$ cat src/core/gcgc_pkg.sv
// Shared constants and types for the gated counter with gate control
package gcgc_pkg;

  // ==========================================================
  // Register byte offsets
  localparam logic [7:0] CTRL_OFS = 8'h00;
  localparam logic [7:0] GATE_OFS = 8'h04;
  localparam logic [7:0] COUNT_OFS = 8'h08;
  localparam logic [7:0] FLAGS_OFS = 8'h0C;
  localparam logic [7:0] IEN_OFS = 8'h10;

  // ==========================================================
  // Field positions
  localparam int CTRL_ON_BIT = 0;
  localparam int CTRL_SYNCDIS_BIT = 2;
  localparam int CTRL_CS_LSB = 6;
  localparam int GATE_SRC_LSB = 0;
  localparam int GATE_LVL_BIT = 2;
  localparam int GATE_ARM_BIT = 3;
  localparam int GATE_SPM_BIT = 4;
  localparam int GATE_TGL_BIT = 5;
  localparam int GATE_POL_BIT = 6;
  localparam int GATE_EN_BIT = 7;
  localparam int FLAG_OVF_BIT = 0;
  localparam int FLAG_GEV_BIT = 1;
  localparam int IEN_OVF_BIT = 0;
  localparam int IEN_GEV_BIT = 1;
  localparam int IEN_PIE_BIT = 2;
  localparam int IEN_GIE_BIT = 3;

  // ==========================================================
  // Counts and reset values
  localparam logic [15:0] COUNT_RST = 16'h0000;
  localparam logic [15:0] COUNT_TOP = 16'hFFFF;
  localparam logic [7:0] TMR8_TOP = 8'hFF;
  localparam logic [7:0] TMR8_ZERO = 8'h00;
  localparam logic [1:0] CS_EXTERNAL = 2'h2;

  // ==========================================================
  // Types
  typedef enum logic [1:0] {
    SRC_PIN = 2'b00,
    SRC_TMR8 = 2'b01,
    SRC_CMP = 2'b10,
    SRC_RSVD = 2'b11
  } gcgc_src_type;

  typedef enum logic [1:0] {
    SP_IDLE = 2'b00,
    SP_WAIT = 2'b01,
    SP_RUN = 2'b10
  } gcgc_sp_type;

  typedef struct packed {
    logic en;
    logic pol;
    logic tgl;
    logic spm;
    logic [1:0] src;
  } gcgc_gate_cfg_type;

  typedef struct packed {
    logic ovf_ie;
    logic gev_ie;
    logic pie;
    logic global_irq_enable;
  } gcgc_ien_type;

endpackage : gcgc_pkg

$ cat src/core/gcgc_gate_counter.sv
// Gated 16-bit up-counter with gate control, AHB-Lite register slave
//
// Notes on behaviour
// - Gate qualifies counting only while gate_enable_bit is set.
// - Polarity 0 counts on low gate, polarity 1 counts on high gate.
// - Active gate increments count_pair per counter_clock rising edge; inactive holds.
// - Gate source 00 pin, 01 timer overflow, 10 comparator, 11 reserved.
// - 8-bit timer FFh to 00h wrap makes an internal pulse gate source.
// - Toggle mode routes source through flip-flop inverting on each rising edge.
// - With toggle mode off the toggle flip-flop is held at zero.
// - Armed single-pulse counting starts at next rising gate edge.
// - Hardware clears the arm flag on the captured pulse's trailing edge.
// - After completion no gate event counts until software re-arms.
// - Toggle and single-pulse modes work together to capture one period.
// - Gate level status is readable and valid with gate disabled.
// - Falling gate level sets gate_event_flag; with its, peripheral and global enables it requests an interrupt.
// - gate_event_flag keeps setting while gate_enable_bit is clear.
// - Count wraps FFFFh to 0000h and each wrap sets overflow_flag.
// - Overflow interrupt needs counter on, overflow, peripheral and global enables.
// - overflow_flag stays set until software clears it.
// - In sleep only asynchronous external counting runs; other modes stop.
// - Overflow in sleep with the wake setup wakes; handler needs global enable.
`timescale 1ns/1ns
module gcgc_gate_counter (
  input wire logic clk,
  input wire logic srst,
  input wire logic hsel,
  input wire logic [31:0] haddr,
  input wire logic [1:0] htrans,
  input wire logic hwrite,
  input wire logic [2:0] hsize,
  input wire logic [31:0] hwdata,
  input wire logic hready,
  output logic hreadyout,
  output logic hresp,
  output logic [31:0] hrdata,
  input wire logic gate_input_pin,
  input wire logic comparator_sync_out,
  input wire logic [7:0] timer_count,
  input wire logic external_clock_pin,
  input wire logic sleep_mode,
  output logic irq_req,
  output logic wake_req,
  output logic gate_level_status
);

  // ==========================================================
  // Helpers
  function automatic logic rise(input logic prev, input logic cur);
    return cur & ~prev;
  endfunction : rise

  function automatic logic fall(input logic prev, input logic cur);
    return prev & ~cur;
  endfunction : fall

  // ==========================================================
  // State
  logic on_q, syncdis_q;
  logic [1:0] cs_q;
  gcgc_pkg::gcgc_gate_cfg_type cfg_q;
  gcgc_pkg::gcgc_ien_type ien_q;
  logic arm_q, arm_d;
  logic [15:0] cnt_q, cnt_d;
  logic ovf_flag_q, gev_flag_q;
  logic gpin_s1_q, gpin_s2_q, cmp_s1_q, cmp_s2_q, tck_s1_q, tck_s2_q, tck_prev_q;
  logic [7:0] tmr_prev_q;
  logic ovf8_q;
  logic src_prev_q, tff_q, tff_d, lvl_prev_q, gval_q;
  gcgc_pkg::gcgc_sp_type sp_q, sp_d;
  logic wr_q;
  logic [7:0] waddr_q;
  logic hreadyout_q, hresp_q, irq_q, wake_q;
  logic [31:0] hrdata_q;

  // ==========================================================
  // Bus decode
  wire ap_take = hsel & htrans[1] & hready;
  wire [7:0] ap_addr = haddr[7:0];
  wire wr_ctrl = wr_q & (waddr_q == gcgc_pkg::CTRL_OFS);
  wire wr_gate = wr_q & (waddr_q == gcgc_pkg::GATE_OFS);
  wire wr_cnt = wr_q & (waddr_q == gcgc_pkg::COUNT_OFS);
  wire wr_flags = wr_q & (waddr_q == gcgc_pkg::FLAGS_OFS);
  wire wr_ien = wr_q & (waddr_q == gcgc_pkg::IEN_OFS);

  // Read words; unmapped addresses read zero, reserved bits zero
  wire [31:0] rd_ctrl = {24'h000000, cs_q, 3'b000, syncdis_q, 1'b0, on_q};
  wire [31:0] rd_gate = {24'h000000, cfg_q.en, cfg_q.pol, cfg_q.tgl, cfg_q.spm,
                         arm_q, gval_q, cfg_q.src};
  wire [31:0] rd_cnt = {16'h0000, cnt_q};
  wire [31:0] rd_flags = {30'h0, gev_flag_q, ovf_flag_q};
  wire [31:0] rd_ien = {28'h0000000, ien_q.global_irq_enable, ien_q.pie, ien_q.gev_ie, ien_q.ovf_ie};
  wire [31:0] rd_word = (ap_addr == gcgc_pkg::CTRL_OFS) ? rd_ctrl :
                        (ap_addr == gcgc_pkg::GATE_OFS) ? rd_gate :
                        (ap_addr == gcgc_pkg::COUNT_OFS) ? rd_cnt :
                        (ap_addr == gcgc_pkg::FLAGS_OFS) ? rd_flags :
                        (ap_addr == gcgc_pkg::IEN_OFS) ? rd_ien : 32'h00000000;

  // Bus phase registers; zero wait states, always OKAY
  always_ff @(posedge clk) begin
    if (srst) begin
      wr_q <= 1'b0;
      waddr_q <= 8'h00;
      hrdata_q <= 32'h00000000;
      hreadyout_q <= 1'b0;
      hresp_q <= 1'b0;
    end else begin
      wr_q <= ap_take & hwrite;
      waddr_q <= ap_addr;
      hrdata_q <= (ap_take & ~hwrite) ? rd_word : hrdata_q;
      hreadyout_q <= 1'b1;
      hresp_q <= 1'b0;
    end
  end

  // ==========================================================
  // Input synchronisers; stage one feeds only stage two
  always_ff @(posedge clk) begin
    if (srst) begin
      gpin_s1_q <= 1'b0;
      gpin_s2_q <= 1'b0;
      cmp_s1_q <= 1'b0;
      cmp_s2_q <= 1'b0;
      tck_s1_q <= 1'b0;
      tck_s2_q <= 1'b0;
      tck_prev_q <= 1'b0;
    end else begin
      gpin_s1_q <= gate_input_pin;
      gpin_s2_q <= gpin_s1_q;
      cmp_s1_q <= comparator_sync_out;
      cmp_s2_q <= cmp_s1_q;
      tck_s1_q <= external_clock_pin;
      tck_s2_q <= tck_s1_q;
      tck_prev_q <= tck_s2_q;
    end
  end

  // ==========================================================
  // Gate path: source, toggle, polarity, single pulse
  wire tmr8_wrap = (tmr_prev_q == gcgc_pkg::TMR8_TOP) &
                   (timer_count == gcgc_pkg::TMR8_ZERO);
  // Reserved source code reads as a low source, closed only with polarity 1
  wire src_w = (cfg_q.src == gcgc_pkg::SRC_PIN) ? gpin_s2_q :
               (cfg_q.src == gcgc_pkg::SRC_TMR8) ? ovf8_q :
               (cfg_q.src == gcgc_pkg::SRC_CMP) ? cmp_s2_q : 1'b0;
  wire src_rise = rise(src_prev_q, src_w);
  wire gsig = cfg_q.tgl ? tff_q : src_w;
  wire lvl_w = cfg_q.pol ? gsig : ~gsig;
  wire lvl_rise = rise(lvl_prev_q, lvl_w);
  wire lvl_fall = fall(lvl_prev_q, lvl_w);
  wire gval_w = cfg_q.spm ? ((sp_q == gcgc_pkg::SP_RUN) & lvl_w) : lvl_w;
  wire gev_set = fall(gval_q, gval_w);

  // Toggle flip-flop forced low when toggle mode is off
  assign tff_d = ~cfg_q.tgl ? 1'b0 : (src_rise ? ~tff_q : tff_q);

  // Single-pulse sequencer; waiting for a fresh edge avoids a partial pulse
  always_comb begin
    sp_d = sp_q;
    case (sp_q)
      gcgc_pkg::SP_IDLE: begin
        if (arm_q & cfg_q.spm) sp_d = gcgc_pkg::SP_WAIT;
      end
      gcgc_pkg::SP_WAIT: begin
        if (~arm_q | ~cfg_q.spm) sp_d = gcgc_pkg::SP_IDLE;
        else if (lvl_rise) sp_d = gcgc_pkg::SP_RUN;
      end
      gcgc_pkg::SP_RUN: begin
        if (~arm_q | ~cfg_q.spm | lvl_fall) sp_d = gcgc_pkg::SP_IDLE;
      end
      default: sp_d = gcgc_pkg::SP_IDLE;
    endcase
  end

  // Arm flag: software write wins over the hardware clear
  wire arm_clr = (sp_q == gcgc_pkg::SP_RUN) & lvl_fall;
  assign arm_d = wr_gate ? hwdata[gcgc_pkg::GATE_ARM_BIT] :
                 (arm_clr ? 1'b0 : arm_q);

  always_ff @(posedge clk) begin
    if (srst) begin
      tmr_prev_q <= 8'h00;
      ovf8_q <= 1'b0;
      src_prev_q <= 1'b0;
      tff_q <= 1'b0;
      lvl_prev_q <= 1'b0;
      gval_q <= 1'b0;
      sp_q <= gcgc_pkg::SP_IDLE;
      arm_q <= 1'b0;
    end else begin
      tmr_prev_q <= timer_count;
      ovf8_q <= tmr8_wrap;
      src_prev_q <= src_w;
      tff_q <= tff_d;
      lvl_prev_q <= lvl_w;
      gval_q <= gval_w;
      sp_q <= sp_d;
      arm_q <= arm_d;
    end
  end

  // ==========================================================
  // Counter; a software write beats a same-cycle increment
  wire ext_clk = (cs_q == gcgc_pkg::CS_EXTERNAL);
  wire tick = ext_clk ? rise(tck_prev_q, tck_s2_q) : 1'b1;
  wire run_ok = ~sleep_mode | (syncdis_q & ext_clk);
  wire inc = on_q & (~cfg_q.en | gval_q) & tick & run_ok;
  wire wrap = inc & ~wr_cnt & (cnt_q == gcgc_pkg::COUNT_TOP);
  assign cnt_d = wr_cnt ? hwdata[15:0] : (inc ? cnt_q + 16'h0001 : cnt_q);

  // Request terms, registered before leaving the block
  wire irq_d = ien_q.global_irq_enable & ien_q.pie &
               ((on_q & ien_q.ovf_ie & ovf_flag_q) |
                (ien_q.gev_ie & gev_flag_q));
  wire wake_d = sleep_mode & on_q & ien_q.ovf_ie & ien_q.pie & syncdis_q & ext_clk &
                ovf_flag_q;

  always_ff @(posedge clk) begin
    if (srst) begin
      cnt_q <= gcgc_pkg::COUNT_RST;
      ovf_flag_q <= 1'b0;
      gev_flag_q <= 1'b0;
      irq_q <= 1'b0;
      wake_q <= 1'b0;
    end else begin
      cnt_q <= cnt_d;
      // Write one to clear; a same-cycle set wins
      ovf_flag_q <= wrap | (ovf_flag_q & ~(wr_flags & hwdata[gcgc_pkg::FLAG_OVF_BIT]));
      gev_flag_q <= gev_set | (gev_flag_q & ~(wr_flags & hwdata[gcgc_pkg::FLAG_GEV_BIT]));
      irq_q <= irq_d;
      wake_q <= wake_d;
    end
  end

  // ==========================================================
  // Control registers
  always_ff @(posedge clk) begin
    if (srst) begin
      on_q <= 1'b0;
      syncdis_q <= 1'b0;
      cs_q <= 2'b00;
      cfg_q <= '0;
      ien_q <= '0;
    end else begin
      if (wr_ctrl) begin
        on_q <= hwdata[gcgc_pkg::CTRL_ON_BIT];
        syncdis_q <= hwdata[gcgc_pkg::CTRL_SYNCDIS_BIT];
        cs_q <= hwdata[gcgc_pkg::CTRL_CS_LSB +: 2];
      end
      if (wr_gate) begin
        cfg_q.en <= hwdata[gcgc_pkg::GATE_EN_BIT];
        cfg_q.pol <= hwdata[gcgc_pkg::GATE_POL_BIT];
        cfg_q.tgl <= hwdata[gcgc_pkg::GATE_TGL_BIT];
        cfg_q.spm <= hwdata[gcgc_pkg::GATE_SPM_BIT];
        cfg_q.src <= hwdata[gcgc_pkg::GATE_SRC_LSB +: 2];
      end
      if (wr_ien) begin
        ien_q.ovf_ie <= hwdata[gcgc_pkg::IEN_OVF_BIT];
        ien_q.gev_ie <= hwdata[gcgc_pkg::IEN_GEV_BIT];
        ien_q.pie <= hwdata[gcgc_pkg::IEN_PIE_BIT];
        ien_q.global_irq_enable <= hwdata[gcgc_pkg::IEN_GIE_BIT];
      end
    end
  end

  // ==========================================================
  // Outputs
  assign hreadyout = hreadyout_q;
  assign hresp = hresp_q;
  assign hrdata = hrdata_q;
  assign irq_req = irq_q;
  assign wake_req = wake_q;
  assign gate_level_status = gval_q;
endmodule : gcgc_gate_counter

$ cat config.mk
export PLATFORM = sky130hd
export DESIGN_NAME = gcgc_gate_counter
export DESIGN_NICKNAME = d
export VERILOG_FILES = /design/src/core/gcgc_pkg.sv /design/src/core/gcgc_gate_counter.sv
export SDC_FILE = /design/constraint.sdc
export NUM_CORES = 1
export LEC_CHECK = 0
export ABC_CLOCK_PERIOD_IN_PS = 3800
export BUFFER_PORTS_ARGS = -buffer_cell sky130_fd_sc_hd__buf_2
export CORE_MARGIN = 2
export CORE_UTILIZATION = 45
export CTS_BUF_LIST = sky130_fd_sc_hd__clkbuf_16
export DETAILED_ROUTE_END_ITERATION = 16
export HOLD_SLACK_MARGIN = 0.1
export PLACE_DENSITY = 0.73
export REMOVE_ABC_BUFFERS = 1
export SLEW_MARGIN = 10
export SYNTH_ARGS = -nofsm -noshare
export SYNTH_HDL_FRONTEND = slang
export SYNTH_SLANG_ARGS = --single-unit
export TNS_END_PERCENT = 50
$ cat constraint.sdc
create_clock -name clk -period 3.8 [get_ports clk]
set_clock_uncertainty 0.05 [all_clocks]
set_input_delay 0 -clock clk [delete_from_list [all_inputs] [get_ports clk]]
set_output_delay 0 -clock clk [all_outputs]
set_load 0.005 [all_outputs]
After elaboration in Yosys (flattened, before gate mapping)

Index checks and enable logic that the tools add are counted.

Input port bits: 86
Flip-flop bits (word level): 99
Output and inout bits: 37

Bitwise operators: 62
Add/sub/neg operators: 1
Equal/unequal tests: 18
Reductions and logical operators: 9
Multiplexer cells: 22

Operators with widths:

| cell                    | count |
|---|---|
| $mux W16                | 5 |
| $and A1 B1 Y1           | 39 |
| $eq A8 B4 Y1 const B    | 4 |
| $logic_not A8 Y1        | 3 |
| $add A16 B1 Y16 const B | 1 |
| $eq A16 B16 Y1 const B  | 1 |
| $eq A8 B3 Y1 const B    | 2 |
| $eq A8 B5 Y1 const B    | 2 |
| $not A1 Y1              | 16 |
| $mux W1                 | 10 |
| $eq A8 B8 Y1 const B    | 1 |
| $mux W2                 | 4 |
| $mux W4                 | 2 |
| $or A1 B1 Y1            | 7 |
| $eq A2 B2 Y1 const B    | 3 |
| $pmux W2 S3             | 1 |
| $eq A2 B1 Y1 const B    | 2 |
| $logic_not A2 Y1        | 2 |
| $reduce_bool A2 Y1      | 2 |
| $ne A3 B3 Y1 const B    | 1 |
| $reduce_and A3 Y1       | 1 |
| $ne A2 B1 Y1 const B    | 1 |
| $ne A2 B2 Y1 const B    | 1 |
| $reduce_or A2 Y1        | 1 |

Logic depth before layout (Yosys ltp)

Depth after elaboration: 12
Gate-level depth with buffers: 7
Mapped depth without buffers: 5

Worst setup path before layout

No wires, ideal clock.

Path kind: register to register
Start: register waddr_q[1]
End: register cnt_q[10]
Stages on the path, launching flop included: 8
Data arrival time: 1.793 ns
Clock period less this slack: 1.910 ns
Slack: 1.890 ns
Path through: dfxtp_1 -> or4_4 -> or4_4 -> buf_6 -> nor2_8 -> buf_6 -> nand2_1 -> o21ai_2

Longest elaborated chain between the ends: 3
Elaborated cells on any way between the ends: 4

RTL lines:

| item                                           | RTL line                 | source |
|---|---|---|
| start, declared                                | gcgc_gate_counter.sv:72  | `logic [7:0] waddr_q;` |
| start signal, assigned                         | gcgc_gate_counter.sv:109 | `waddr_q <= ap_addr;` |
| $eq A8 B4 Y1 (*)                               | gcgc_gate_counter.sv:82  | `wire wr_cnt = wr_q & (waddr_q == gcgc_pkg::COUNT_OFS);` |
| $and A1 B1 Y1 (*)                              | gcgc_gate_counter.sv:82  |  |
| $mux W16 or $reduce_bool A2 Y1 (tied branches) | --                       |  |
| end signal, assigned                           | gcgc_gate_counter.sv:220 | `cnt_q <= gcgc_pkg::COUNT_RST;` |
| end signal, assigned                           | gcgc_gate_counter.sv:226 | `cnt_q <= cnt_d;` |
| end, declared                                  | gcgc_gate_counter.sv:64  | `logic [15:0] cnt_q, cnt_d;` |

Mark *: on every way between the ends. The rest lies on a longest branch, timed or not.
A chain may end at the register's enable or synchronous reset.

Worst setup path in the final report

Start: register waddr_q[1]
End: register cnt_q[9]

Same word-level chain as after synthesis.

==> results.yml <==
yosys:
  synth_edf_count: 0
  syn_area_per_cell_sq_um: 8.79
  ys_ff_latch: 83
  yosys_warnings: 0
  ys_seq_area_share_pct: 44.8
  netlist_area_sq_um: 3710
  synthDistinctLibCells: 57
  synthCells: 422
  async_flop_share_pct: 0
  synth_flop_cell: "dfxtp_1"
worst_setup_path:
  cp_max_fo: 7
  end_kind: "register"
  critPathMaxStageDelay_ps: 690
  crit_arrival_ps: 2300
  path_delay_family: "simple AND/OR/NAND/NOR gates"
  cp.required_ps: 3970
  path_class: "register to register"
  cp-start-kind: "register"
  crit_buf_inv: 0
  slowest_stage: "nor4_2"
  crit_chain: "or4_4 > nor4_2 > nor3_1 > mux2i_1 > nand2_1"
placed_design:
  dp_cells: 568
  gp_congestion: 0.934
  io_buffers: 61
  dp_hpwl_um: 6040
job:
  drv_cap: 0
sta:
  slew-limit-headroom_pct: 39.2
  worstMarginPinSlew_ps: 912
  setup-violations-final: 0
  whs_ps: 113
  period_minus_slack_ps: 2120
  slew_viol_final: 0
  min_period_over_period_pct: 55.9
  setup-tns-final_ps: 0
  finalHoldViolations: 0
  fmax_mhz: 471
  grt_setup_unrepaired: "no"
grt:
  grt_pass1_wl_um: 14300
  grtUsageTotal_pct: 20.6
  grt_pass1_vias: 2997
  grt-ovfl-total: 0
  grt_max_degree: 47
  antenna_found_initial: 0
cts:
  tritoncts: "done"
  cts_sinks: 83
  cts_buffer_depth: 2
  clock_latency_ps: 340
  cts_root_buffer: "clkbuf_16"
  cts_setup_buffers: 0
  clk_pin_slew_ps: 60
  htree_levels: 3
  cts_made_buffers: 9
final_layout:
  antennaDiodeCount: 0
  nNetsFinal: 599
  final_cell_mix: "dfxtp_1 (83), buf_2 (61), nor2_1 (42)"
  syn_to_final_growth_pct: 27.3
  layout_commonest_cell: "dfxtp_1"
  fin_cells: 622
  drive_gt1_share_pct: 18.8
floorplanning:
  die_height_um: 94.8
  core-area_sq_um: 8090
  start_util_pct: 45.8
  rows: 33
  dieWidth_um: 94.8
  die_area_sq_um: 8980
  ios: 123
power:
  p_total_uw: 2020
  vdd_drop_max_v: 0.000190
  p_leak_uw: 0.00197
  powerDensity_nw_per_um2: 428
route:
  via_count: 3341
  drt-total-wl_um: 9000
  drc: 0
  first_iter_violations: 188
  first_pass_iters: 5
  ant_nets: 0
  viasPerCell: 5.37
  avgRoutedWirePerCell_um: 14.5
status:
  outcome: "finished clean"
hold_path:
  min_path_type: "primary input to register"
## metal layers
layer | share of wire (%) | track usage, % | vias up
met1 | 44 | 26.3 | 1557
li1 | - | - | 1628
met3 | 5.8 | 5.35 | 24
met5 | 0 | 0 | -
met2 | 47 | 33.1 | 132
met4 | 2.6 | 8.70 | 0
## area by class of cell
| type | instances | area [sq um] |
|---|---|---|
| flip-flops and latches | 83 | 1660 |
| inverters | 12 | 45.0 |
| clock buffers | 9 | 225 |
| fillers | 738 | 3370 |
| multi-input cells | 305 | 1840 |
| repair buffers | 101 | 701 |
| well taps | 105 | 131 |
| clock inverters | 7 | 116 |
## path summary, 6_finish.rpt
path / start / end / slack [ps] / cells after the start
max: waddr_q[1]$_SDFF_PP0_ / cnt_q[9]$_SDFFE_PP0P_ / 1680 / 5
min reg2reg: gpin_s1_q$_SDFF_PP0_ / gpin_s2_q$_SDFF_PP0_ / 390 / 1
min: htrans[1] / hrdata[7]$_SDFFE_PP0P_ / 110 / 5
max reg2reg: waddr_q[1]$_SDFF_PP0_ / cnt_q[9]$_SDFFE_PP0P_ / 1680 / 5
## power breakdown
part,internal [uW],switching (uW),leakage (uW)
logic,61.1,65.5,0.00112
clock network,641,358,0.000167
registers,886,8.71,0.000676
total,1590,432,0.00197
## state kept, by name (all words and copies together), names as in the netlist, 2 cells and up
signal / flops
hrdata: 16
cfg_q: 6
sp_q: 2
tmr_prev_q: 8
waddr_q: 8
ien_q: 4
cs_q: 2
cnt_q: 16
## worst register-to-register path, cell delays in order, from the launching register on
cell and delay [ps]:
dfxtp_1 320, or4_4 570, nor4_2 690, nor3_1 100
mux2i_1 190, nand2_1 90
## metrics by stage
stage	area (sq um)	worst slack, ps	util (%)
6_report	4720	1680	58.3
5_1_grt	4720	1590	58.3
4_1_cts	4720	1690	58.3
3_5_place_dp	4000	1740	49.4
3_3_place_gp	4000	1790	49.4
2_1_floorplan	3550	1800	-
## timing repair
action,CTS,global route
hold buffers,38,0
resized for setup,0,0
endpoints found under the hold margin,62,0
## cell usage after synthesis, types with 2 or more instances
cell type | n | area (sq um)
dfxtp_1 | 83 | 1660
nor2_1 | 42 | 158
nand2_1 | 38 | 143
nor2b_1 | 30 | 188
nand4_1 | 20 | 125
clkbuf_1 | 18 | 67.6
nand3_1 | 18 | 90.1
buf_4 | 17 | 128
mux2i_1 | 17 | 170
a21oi_1 | 16 | 80.1
inv_1 | 12 | 45.0
nor3_1 | 12 | 60.1
a22oi_1 | 9 | 67.6
o21ai_0 | 9 | 45.0
xor2_1 | 9 | 78.8
o21ai_2 | 7 | 61.3
and3_1 | 5 | 31.3
a211oi_1 | 4 | 30.0
nor3b_1 | 4 | 30.0
nor4_1 | 4 | 25.0
a221oi_1 | 3 | 26.3
xnor2_1 | 3 | 26.3
a211o_1 | 2 | 17.5
a22o_1 | 2 | 17.5
buf_6 | 2 | 22.5
nand2b_1 | 2 | 12.5
or3_1 | 2 | 12.5
or4_1 | 2 | 15.0
or4_4 | 2 | 22.5
## kinds of logic (layout without fill, tap and decap cells)
group | count (synthesis) | count (layout) | share of synthesized area (%)
fa+ha+maj | 1 | 1 | 0.337
flops | 83 | 83 | 44.8
xor+xnor | 12 | 12 | 2.84
buf+inv | 50 | 129 | 7.19
simple gates | 194 | 194 | 28.0
mux | 18 | 18 | 4.89
compound gates | 63 | 63 | 11.8
other cells | 1 | 17 | 0.101
No activity file was read; power rests on OpenSTA's default activity.
